===== src/rtl/thd_pkg.sv =====
// Purpose: Shared constants for the TDM highway data pin block
// Assumes: Registers are 8 bits wide, one per aligned 32-bit APB word
// Notes:   Register index times four gives the byte address
package thd_pkg;

  localparam int unsigned REG_W     = 8;
  localparam int unsigned CNT_W     = 10;
  localparam int unsigned BYTE_BITS = 8;

  // Register indices
  localparam logic [3:0] IDX_CFG    = 4'h0;
  localparam logic [3:0] IDX_RXCTL  = 4'h5;
  localparam logic [3:0] IDX_TXSLOT = 4'h7;
  localparam logic [3:0] IDX_RXSLOT = 4'h8;
  localparam logic [3:0] IDX_OFFS   = 4'h9;
  localparam logic [3:0] IDX_TXCFG  = 4'hA;
  localparam logic [3:0] IDX_RXCFG  = 4'hB;
  localparam logic [3:0] IDX_TXDAT  = 4'hC;
  localparam logic [3:0] IDX_RXDAT  = 4'hD;
  localparam logic [3:0] IDX_STAT   = 4'hF;

  // Field positions
  localparam int unsigned B_HWY_EN    = 7;
  localparam int unsigned B_PIN17_SEL = 7;
  localparam int unsigned B_PIN21_SEL = 6;
  localparam int unsigned B_PRI_EN    = 7;
  localparam int unsigned B_SEC_EN    = 6;
  localparam int unsigned B_RX_SEL    = 7;
  localparam int unsigned B_TXCLK_INV = 4;
  localparam int unsigned B_RX_EDGE   = 0;
  localparam int unsigned B_INV       = 7;
  localparam int unsigned B_ORDER     = 6;
  localparam int unsigned B_RX_FULL   = 0;
  localparam int unsigned B_TX_TAKEN  = 1;
  localparam int unsigned SLOT_MSB    = 5;
  localparam int unsigned TXOFF_MSB   = 7;
  localparam int unsigned TXOFF_LSB   = 5;
  localparam int unsigned RXOFF_MSB   = 3;
  localparam int unsigned RXOFF_LSB   = 1;

  // Reset values
  localparam logic [7:0] RST_ZERO = 8'h00;
  localparam logic [7:0] RST_OFFS = 8'h01;

  // Synchroniser lanes
  localparam int unsigned SYNC_W = 4;
  localparam int unsigned S_TXCLK = 0;
  localparam int unsigned S_PIN21 = 1;
  localparam int unsigned S_RXD   = 2;
  localparam int unsigned S_FRM   = 3;

endpackage


===== src/rtl/thd_sync.sv =====
// Purpose: Two-flop synchroniser for pin inputs
// Assumes: Inputs are asynchronous to clk
// Notes:   First stage feeds only the second stage
`timescale 1ns/1ps
module thd_sync #(
  parameter int unsigned W = 4
) (
  input  wire logic         clk,
  input  wire logic         rst_n,
  input  wire logic [W-1:0] d,
  output logic      [W-1:0] q
);

  logic [W-1:0] meta_q;

  genvar i;
  generate
    for (i = 0; i < W; i++) begin : g_lane
      always_ff @(posedge clk or negedge rst_n) begin
        if (!rst_n) begin
          meta_q[i] <= 1'b0;
          q[i]      <= 1'b0;
        end else begin
          meta_q[i] <= d[i];
          q[i]      <= meta_q[i];
        end
      end
    end
  endgenerate

endmodule


===== src/rtl/thd_highway_pins.sv =====
// Purpose: TDM highway transmit/receive pin logic with APB registers
// Assumes: pclk at 40 MHz, bit clocks below half of it
// Notes:   Pin 21 doubles as second receive data input
// Functional notes
// [RULE_01] Pin-select 0 second data, 1 strobe
// [RULE_02] Second output drives only when enabled
// [RULE_03] Launch on falling edge, invert selects rising
// [RULE_04] Transmit invert flips active output data
// [RULE_05] Transmit bit order bit0 or bit7 first
// [RULE_06] Transmit placed at programmed slot and offset
// [RULE_07] Strobe low exactly during primary valid bits
// [RULE_08] Strobe mode overrides second output enable
// [RULE_09] Software sets primary enable for external driver
// [RULE_10] Primary output drives only when enabled
// [RULE_11] Both enabled outputs carry identical data
// [RULE_12] Bit clocks stay below half master clock
// [RULE_13] Pin-21 function uses transmit clock for receive
// [RULE_14] Input select 0 takes primary receive data
// [RULE_15] Receive invert flips incoming data
// [RULE_16] Receive edge chosen by edge bit
// [RULE_17] Receive slot, assembled in chosen bit order
// [RULE_18] Receive edge resets to rising
// [RULE_19] Pin 21 becomes second receive input
// [RULE_20] Slots count from frame sync, gated
// [RULE_21] Outputs released outside own slot
//
// The APB register port and the address map were chosen for this implementation.
`timescale 1ns/1ps
module thd_highway_pins (
  input  wire logic        pclk,
  input  wire logic        presetn,
  input  wire logic        psel,
  input  wire logic        penable,
  input  wire logic        pwrite,
  input  wire logic [7:0]  paddr,
  input  wire logic [31:0] pwdata,
  output logic      [31:0] prdata,
  output logic             pready,
  output logic             pslverr,
  input  wire logic        tx_bit_clock,
  input  wire logic        rx_bit_clock,
  input  wire logic        rx_data_primary,
  input  wire logic        frame_sync_pulse,
  output logic             tx_data_primary,
  output logic             primary_tx_oe,
  output logic             shared_tx_pin,
  output logic             shared_tx_pin_oe
);

  ////////////////////////////////////////////////////////////////////////////
  // Registers
  logic [7:0] cfg_q;
  logic [7:0] rxctl_q;
  logic [7:0] txslot_q;
  logic [7:0] rxslot_q;
  logic [7:0] offs_q;
  logic [7:0] txcfg_q;
  logic [7:0] rxcfg_q;
  logic [7:0] txdat_q;
  logic [7:0] rxdat_q;
  logic       rx_full_q;
  logic       tx_taken_q;

  wire highway_enable             = cfg_q[thd_pkg::B_HWY_EN];
  wire shared_tx_pin_function_sel = rxctl_q[thd_pkg::B_PIN17_SEL];
  wire rx_pin_function_sel        = rxctl_q[thd_pkg::B_PIN21_SEL];
  wire primary_tx_out_en          = txslot_q[thd_pkg::B_PRI_EN];
  wire second_tx_out_en           = txslot_q[thd_pkg::B_SEC_EN];
  wire rx_input_select            = rxslot_q[thd_pkg::B_RX_SEL];
  wire tx_clock_edge_invert       = offs_q[thd_pkg::B_TXCLK_INV];
  wire rx_clock_edge_sel          = offs_q[thd_pkg::B_RX_EDGE];
  wire tx_data_invert             = txcfg_q[thd_pkg::B_INV];
  wire tx_bit_order               = txcfg_q[thd_pkg::B_ORDER];
  wire rx_data_invert             = rxcfg_q[thd_pkg::B_INV];
  wire rx_bit_order               = rxcfg_q[thd_pkg::B_ORDER];

  wire [5:0] tx_slot = txslot_q[thd_pkg::SLOT_MSB:0];
  wire [5:0] rx_slot = rxslot_q[thd_pkg::SLOT_MSB:0];
  wire [2:0] tx_off  = offs_q[thd_pkg::TXOFF_MSB:thd_pkg::TXOFF_LSB];
  wire [2:0] rx_off  = offs_q[thd_pkg::RXOFF_MSB:thd_pkg::RXOFF_LSB];

  function automatic logic [2:0] bit_pos(input logic [2:0] k, input logic msb_first);
    bit_pos = msb_first ? (3'h7 - k) : k;
  endfunction

  ////////////////////////////////////////////////////////////////////////////
  // APB slave
  logic [7:0] rd_byte;
  logic       hit;
  wire  [3:0] idx     = paddr[5:2];
  wire        word_ok = (paddr[1:0] == 2'h0) && (paddr[7:6] == 2'h0);
  wire        setup   = psel && !penable;
  wire        wr_en   = psel && penable && pready && pwrite && hit;

  always_comb begin
    hit     = 1'b1;
    rd_byte = 8'h00;
    if (!word_ok) begin
      hit = 1'b0;
    end else if (idx == thd_pkg::IDX_CFG) begin
      rd_byte = cfg_q;
    end else if (idx == thd_pkg::IDX_RXCTL) begin
      rd_byte = rxctl_q;
    end else if (idx == thd_pkg::IDX_TXSLOT) begin
      rd_byte = txslot_q;
    end else if (idx == thd_pkg::IDX_RXSLOT) begin
      rd_byte = rxslot_q;
    end else if (idx == thd_pkg::IDX_OFFS) begin
      rd_byte = offs_q;
    end else if (idx == thd_pkg::IDX_TXCFG) begin
      rd_byte = txcfg_q;
    end else if (idx == thd_pkg::IDX_RXCFG) begin
      rd_byte = rxcfg_q;
    end else if (idx == thd_pkg::IDX_TXDAT) begin
      rd_byte = txdat_q;
    end else if (idx == thd_pkg::IDX_RXDAT) begin
      rd_byte = rxdat_q;
    end else if (idx == thd_pkg::IDX_STAT) begin
      rd_byte = {6'h00, tx_taken_q, rx_full_q};
    end else begin
      hit = 1'b0;
    end
  end

  always_ff @(posedge pclk or negedge presetn) begin
    if (!presetn) begin
      pready  <= 1'b0;
      pslverr <= 1'b0;
      prdata  <= 32'h0;
    end else begin
      pready  <= setup;
      pslverr <= setup && !hit;
      prdata  <= (setup && !pwrite && hit) ? {24'h0, rd_byte} : 32'h0;
    end
  end

  wire [7:0] wbyte = pwdata[7:0];

  always_ff @(posedge pclk or negedge presetn) begin
    if (!presetn) begin
      cfg_q    <= thd_pkg::RST_ZERO;
      rxctl_q  <= thd_pkg::RST_ZERO;
      txslot_q <= thd_pkg::RST_ZERO;
      rxslot_q <= thd_pkg::RST_ZERO;
      offs_q   <= thd_pkg::RST_OFFS; // [RULE_03] [RULE_18]
      txcfg_q  <= thd_pkg::RST_ZERO;
      rxcfg_q  <= thd_pkg::RST_ZERO;
      txdat_q  <= thd_pkg::RST_ZERO;
    end else if (wr_en) begin
      if (idx == thd_pkg::IDX_CFG) cfg_q <= wbyte;
      if (idx == thd_pkg::IDX_RXCTL) rxctl_q <= wbyte;
      if (idx == thd_pkg::IDX_TXSLOT) txslot_q <= wbyte;
      if (idx == thd_pkg::IDX_RXSLOT) rxslot_q <= wbyte;
      if (idx == thd_pkg::IDX_OFFS) offs_q <= wbyte;
      if (idx == thd_pkg::IDX_TXCFG) txcfg_q <= wbyte;
      if (idx == thd_pkg::IDX_RXCFG) rxcfg_q <= wbyte;
      if (idx == thd_pkg::IDX_TXDAT) txdat_q <= wbyte;
    end
  end

  wire stat_wr = wr_en && (idx == thd_pkg::IDX_STAT);

  ////////////////////////////////////////////////////////////////////////////
  // Pin synchronisers and edge detection
  logic [thd_pkg::SYNC_W-1:0] sync_q;
  logic [thd_pkg::SYNC_W-1:0] prev_q;

  thd_sync #(
    .W (thd_pkg::SYNC_W)
  ) u_sync (
    .clk   (pclk),
    .rst_n (presetn),
    .d     ({frame_sync_pulse, rx_data_primary, rx_bit_clock, tx_bit_clock}),
    .q     (sync_q)
  );

  always_ff @(posedge pclk or negedge presetn) begin
    if (!presetn) begin
      prev_q <= '0;
    end else begin
      prev_q <= sync_q;
    end
  end

  // Edge finding holds while bit clocks stay below half of pclk [RULE_12]
  wire txclk_rise = sync_q[thd_pkg::S_TXCLK] && !prev_q[thd_pkg::S_TXCLK];
  wire txclk_fall = !sync_q[thd_pkg::S_TXCLK] && prev_q[thd_pkg::S_TXCLK];
  wire tx_launch  = tx_clock_edge_invert ? txclk_rise : txclk_fall; // [RULE_03]

  wire rxclk_now  = rx_pin_function_sel ? sync_q[thd_pkg::S_TXCLK]
                                        : sync_q[thd_pkg::S_PIN21]; // [RULE_13]
  wire rxclk_old  = rx_pin_function_sel ? prev_q[thd_pkg::S_TXCLK]
                                        : prev_q[thd_pkg::S_PIN21]; // [RULE_13]
  wire rx_sample  = rx_clock_edge_sel ? (rxclk_now && !rxclk_old)
                                      : (!rxclk_now && rxclk_old); // [RULE_16] [RULE_18]

  wire frm_rise = highway_enable && sync_q[thd_pkg::S_FRM] && !prev_q[thd_pkg::S_FRM]; // [RULE_20]

  ////////////////////////////////////////////////////////////////////////////
  // Transmit slot timing
  localparam logic [thd_pkg::CNT_W-1:0] CNT_MAX = '1;
  localparam logic [thd_pkg::CNT_W-1:0] CNT_BYTE = thd_pkg::CNT_W'(thd_pkg::BYTE_BITS);

  logic [thd_pkg::CNT_W-1:0] tx_cnt_q;
  logic [7:0]                tx_hold_q;
  logic                      tx_active_q;
  logic                      tx_bit_q;

  wire [thd_pkg::CNT_W-1:0] tx_start = (thd_pkg::CNT_W'(tx_slot) << 3)
                                       + thd_pkg::CNT_W'(tx_off); // [RULE_06]
  wire [thd_pkg::CNT_W-1:0] tx_rel   = tx_cnt_q - tx_start;
  wire       tx_in_slot = (tx_cnt_q >= tx_start) && (tx_rel < CNT_BYTE); // [RULE_06]
  wire       tx_first   = tx_in_slot && (tx_rel == '0);
  wire [7:0] tx_byte    = tx_first ? txdat_q : tx_hold_q;
  wire       tx_raw     = tx_byte[bit_pos(tx_rel[2:0], tx_bit_order)]; // [RULE_05]

  always_ff @(posedge pclk or negedge presetn) begin
    if (!presetn) begin
      tx_cnt_q <= CNT_MAX;
    end else if (frm_rise) begin
      tx_cnt_q <= '0; // [RULE_20]
    end else if (!highway_enable) begin
      tx_cnt_q <= CNT_MAX;
    end else if (tx_launch && tx_cnt_q != CNT_MAX) begin
      tx_cnt_q <= tx_cnt_q + 1'b1;
    end
  end

  always_ff @(posedge pclk or negedge presetn) begin
    if (!presetn) begin
      tx_active_q <= 1'b0;
      tx_bit_q    <= 1'b1;
      tx_hold_q   <= thd_pkg::RST_ZERO;
    end else if (tx_launch) begin
      tx_active_q <= tx_in_slot && highway_enable; // [RULE_21]
      if (tx_in_slot) tx_bit_q <= tx_raw; // [RULE_03]
      if (tx_first) tx_hold_q <= txdat_q;
    end
  end

  ////////////////////////////////////////////////////////////////////////////
  // Transmit pins
  wire pri_oe_d  = tx_active_q && primary_tx_out_en && highway_enable; // [RULE_10] [RULE_21]
  wire sec_oe_d  = tx_active_q && second_tx_out_en && highway_enable
                   && !shared_tx_pin_function_sel; // [RULE_02] [RULE_08]
  wire tx_line   = tx_bit_q ^ tx_data_invert; // [RULE_04] [RULE_11]
  wire strobe_n  = !pri_oe_d; // [RULE_07]

  always_ff @(posedge pclk or negedge presetn) begin
    if (!presetn) begin
      tx_data_primary  <= 1'b1;
      primary_tx_oe    <= 1'b0;
      shared_tx_pin    <= 1'b1;
      shared_tx_pin_oe <= 1'b0;
    end else begin
      tx_data_primary  <= tx_line;
      primary_tx_oe    <= pri_oe_d;
      shared_tx_pin    <= shared_tx_pin_function_sel ? strobe_n : tx_line; // [RULE_01]
      shared_tx_pin_oe <= shared_tx_pin_function_sel || sec_oe_d; // [RULE_01] [RULE_08]
    end
  end

  ////////////////////////////////////////////////////////////////////////////
  // Receive slot timing and assembly
  logic [thd_pkg::CNT_W-1:0] rx_cnt_q;
  logic [7:0]                rx_shift_q;
  logic [7:0]                rx_asm;

  wire use_second = rx_input_select && rx_pin_function_sel; // [RULE_14] [RULE_19]
  wire rx_pin_bit = use_second ? sync_q[thd_pkg::S_PIN21] : sync_q[thd_pkg::S_RXD];
  wire rx_bit_in  = rx_pin_bit ^ rx_data_invert; // [RULE_15]

  wire [thd_pkg::CNT_W-1:0] rx_start = (thd_pkg::CNT_W'(rx_slot) << 3)
                                       + thd_pkg::CNT_W'(rx_off);
  wire [thd_pkg::CNT_W-1:0] rx_rel   = rx_cnt_q - rx_start;
  wire       rx_in_slot = (rx_cnt_q >= rx_start) && (rx_rel < CNT_BYTE); // [RULE_17]
  wire [2:0] rx_k       = rx_rel[2:0];
  wire       rx_done    = rx_sample && rx_in_slot && (rx_k == 3'h7);

  always_comb begin
    rx_asm = rx_shift_q;
    rx_asm[bit_pos(rx_k, rx_bit_order)] = rx_bit_in; // [RULE_17]
  end

  always_ff @(posedge pclk or negedge presetn) begin
    if (!presetn) begin
      rx_cnt_q <= CNT_MAX;
    end else if (frm_rise) begin
      rx_cnt_q <= '0; // [RULE_20]
    end else if (!highway_enable) begin
      rx_cnt_q <= CNT_MAX;
    end else if (rx_sample && rx_cnt_q != CNT_MAX) begin
      rx_cnt_q <= rx_cnt_q + 1'b1;
    end
  end

  always_ff @(posedge pclk or negedge presetn) begin
    if (!presetn) begin
      rx_shift_q <= thd_pkg::RST_ZERO;
      rxdat_q    <= thd_pkg::RST_ZERO;
    end else if (rx_sample && rx_in_slot) begin
      rx_shift_q <= rx_asm; // [RULE_16]
      if (rx_k == 3'h7) rxdat_q <= rx_asm;
    end
  end

  ////////////////////////////////////////////////////////////////////////////
  // Status flags, set wins over write-one-to-clear
  wire tx_took = tx_launch && tx_first;

  always_ff @(posedge pclk or negedge presetn) begin
    if (!presetn) begin
      rx_full_q  <= 1'b0;
      tx_taken_q <= 1'b0;
    end else begin
      if (rx_done) rx_full_q <= 1'b1;
      else if (stat_wr && wbyte[thd_pkg::B_RX_FULL]) rx_full_q <= 1'b0;
      if (tx_took) tx_taken_q <= 1'b1;
      else if (stat_wr && wbyte[thd_pkg::B_TX_TAKEN]) tx_taken_q <= 1'b0;
    end
  end
endmodule


===== config.mk =====
export PLATFORM = sky130hd
export DESIGN_NAME = thd_highway_pins
export DESIGN_NICKNAME = d
export VERILOG_FILES = /design/src/rtl/thd_pkg.sv /design/src/rtl/thd_sync.sv /design/src/rtl/thd_highway_pins.sv
export SDC_FILE = /design/constraint.sdc
export NUM_CORES = 1
export LEC_CHECK = 0
export BUFFER_PORTS_ARGS = -buffer_cell sky130_fd_sc_hd__clkbuf_2
export CORE_MARGIN = 3
export CORE_UTILIZATION = 55
export CTS_CLUSTER_DIAMETER = 200
export CTS_CLUSTER_SIZE = 30
export DETAILED_ROUTE_END_ITERATION = 6
export GPL_ROUTABILITY_DRIVEN = 0
export PLACE_DENSITY_LB_ADDON = 0.05
export RECOVER_POWER = 25
export SYNTH_ARGS = -nofsm -noshare
export SYNTH_HDL_FRONTEND = slang
export SYNTH_HIERARCHICAL = 1
export SYNTH_SLANG_ARGS = --single-unit

===== constraint.sdc =====
create_clock -name pclk -period 4.65 [get_ports pclk]
set_input_delay 0.465 -clock pclk [delete_from_list [all_inputs] [get_ports pclk]]
set_output_delay 0.465 -clock pclk [all_outputs]
set_load 0.02 [all_outputs]

==> flow_summary.yaml <==
critical_path:
  cp_top_family: "simple AND/OR/NAND/NOR gates"
  end_kind: "flip-flop"
  slowest_delay_ns: 0.56
  worst-setup-path-type: "reg -> reg"
  critPathSlowestCell: "a211oi_1"
  cp_num_buf_inv: 2
  path_common_cell: "inv_1"
  required_ns: 4.95
  critical_path.max_fanout: 9
  cp-start-kind: "flip-flop"
  path_cells: "inv_1, ha_1, inv_1, fa_1, a211oi_1, mux2i_1, a32o_1, a31oi_1, nor4_1, nand4_1, nor2_2, mux2_2"
  critPathArrivalTime_ns: 4.03
sta:
  slew_viol_final: 99
  timing.fmax_mhz: 268
  final-setup-viol-count: 0
  fin_skew_ns: 0.00997
  max_slew.worst_pin.slew_ns: 2.37
  worst_hold_slack_ns: 0.152
  hold_viol_final: 0
  period_share: 0.803
  fin_tns_setup_ns: 0
  period_needed_ns: 3.73
  slew_headroom: -0.582
  setup_slack_ns: 0.918
  rsz0062_at_grt: "false"
synth:
  synth_cells: 728
  synth_cell_types: 65
  syn_area_sq_um: 7660
  ys.flop_type: "dfrtp_1"
  synth_edf_count: 0
  yosysSeqAreaShare: 0.452
  ys_ff_latch: 137
  syn_area_per_cell_sq_um: 10.5
  async_reset_ff_frac: 1.00
  yosys_warnings: 6
finish:
  num-fill-cells: 1132
  layout_common_cells: "113 x dfrtp_1, 95 x mux2_2, 57 x nand2_1, 52 x o21ai_0"
  layout-drive-gt1-share: 0.261
  syn_to_final_growth_pct: 11.3
  top_regs: "rx_cnt_q x10, tx_cnt_q x10"
  fin_nets: 833
  mostFrequentLayoutCell: "dfrtp_1"
  n_antenna_cell: 0
place:
  pre_cts_ws_ns: 0.972
  post-dp-hpwl_microns: 13000
  port_buffers: 38
cts:
  cts.path.max_buffers: 2
  clkTransAtPathRegs_ns: 0.06
  numClockSinks: 137
  post_cts_resized: 0
  tritoncts: "yes"
  post_cts_buffers: 0
  cts_made_buffers: 17
  root_buffer: "clkbuf_16"
  htree_num_levels: 4
  hold_buffers: 0
  clock_latency_ns: 0.42
floorplan:
  io_pins: 87
  core_area_sq_um: 13500
  start_util: 0.569
  rows: 42
  die_w_microns: 124
  die_y_microns: 124
  fp.dieArea_sq_um: 15400
power:
  leakage_nw: 3.79
  vdd_drop_max_mv: 0.230
  power_mw: 2.74
  power.density_nw_per_um2: 321
grt:
  overflow: 0
  grt_pass1_vias: 5661
  grt_pass1_wl_microns: 29000
  antenna_found_initial: 0
  track_usage: 0.247
  grt_start_max_net_pins: 99
route:
  drt_pre_antenna_iters: 7
  num_vias: 5770
  vias_per_cell: 6.07
  wl_per_cell_microns: 19.0
  final_antenna_net_count: 0
  drc: 1
  first_iter_violations: 460
  drt_wl_total_microns: 18100
flow_run:
  maxCapViolations: 1
worst_hold_path:
  hold_class: "in -> reg"
run_status:
  violations: "design-rule violations, max-capacitance violations, max-slew violations"
  status: "finished with violations"
==> through the flow <==
| step | area [sq um] | util | std cells |
|---|---|---|---|
| 6_report | 8520 | 0.633 | 951 |
| 5_1_grt | 8520 | 0.633 | 951 |
| 4_1_cts | 8530 | 0.634 | 951 |
| 3_5_place_dp | 7910 | 0.588 | 919 |
| 3_3_place_gp | 7910 | 0.588 | 919 |
| 2_1_floorplan | 7740 | - | 751 |
==> path summary, 6_finish.rpt <==
check	startpoint	endpoint	slack, ns	depth (start not counted)
max	tx_cnt_q[0]	tx_hold_q[7]	0.92	12
min	rx_data_primary	u_sync/meta_q[2]	0.15	1
max reg2reg	tx_cnt_q[0]	tx_hold_q[7]	0.92	12
min reg2reg	u_sync/meta_q[2]	u_sync/q[2]	0.35	0
max in group asynchronous	presetn	txdat_q[1]	2.31	2
min in group asynchronous	presetn	prev_q[3]	0.77	1
==> routing by layer <==
metal,track usage,share of wire,wire length [microns]
met1,0.325,0.44,7940
met2,0.407,0.49,8850
met3,0.0622,0.055,993
met4,0.0739,0.017,316
met5,0,0,0
==> synth_stat cells, types with 9 or more instances <==
cell	count	area, sq um
nor4_1	13	81.3
buf_4	24	180
a21oi_1	27	135
o21ai_0	52	260
nor2_1	38	143
o22ai_1	12	75.1
inv_1	30	113
nor3_1	9	45.0
clkbuf_1	22	82.6
mux2i_1	17	170
nand3_1	16	80.1
nand2b_1	11	68.8
mux2_2	95	1070
xnor2_1	9	78.8
a22oi_1	9	67.6
and3_1	9	56.3
ha_1	20	250
dfstp_2	24	631
xor2_1	15	131
dfrtp_1	113	2830
nor2b_1	11	68.8
nand2_1	57	214
==> cell families after synthesis <==
group	after synthesis	synth area share
adder cells (fa/ha/maj)	22	0.0379
buffers and inverters	79	0.0505
multiplexers	115	0.171
flip-flops	137	0.452
XOR/XNOR	24	0.0275
AND/OR/NAND/NOR	195	0.131
AO/OA/AOI/OAI	155	0.130
other	1	0.000490
==> cell type report <==
cell class	instances	area, sq um	share of cell area
Timing Repair Buffer	41	213	0.0250
Tap cell	176	220	0.0258
Inverter	30	113	0.0132
Clock buffer	21	450	0.0529
Multi-Input combinational cell	535	3900	0.457
Sequential cell	137	3460	0.406
Clock inverter	11	169	0.0198
==> report_power, final <==
part	internal [mW]	leakage [nW]	switching, mW
Clock	0.912	0.301	0.506
Sequential	1.20	1.80	0.00503
Combinational	0.0233	1.69	0.0903
Total	2.14	3.79	0.601
Power figures use the tool's default switching activity.
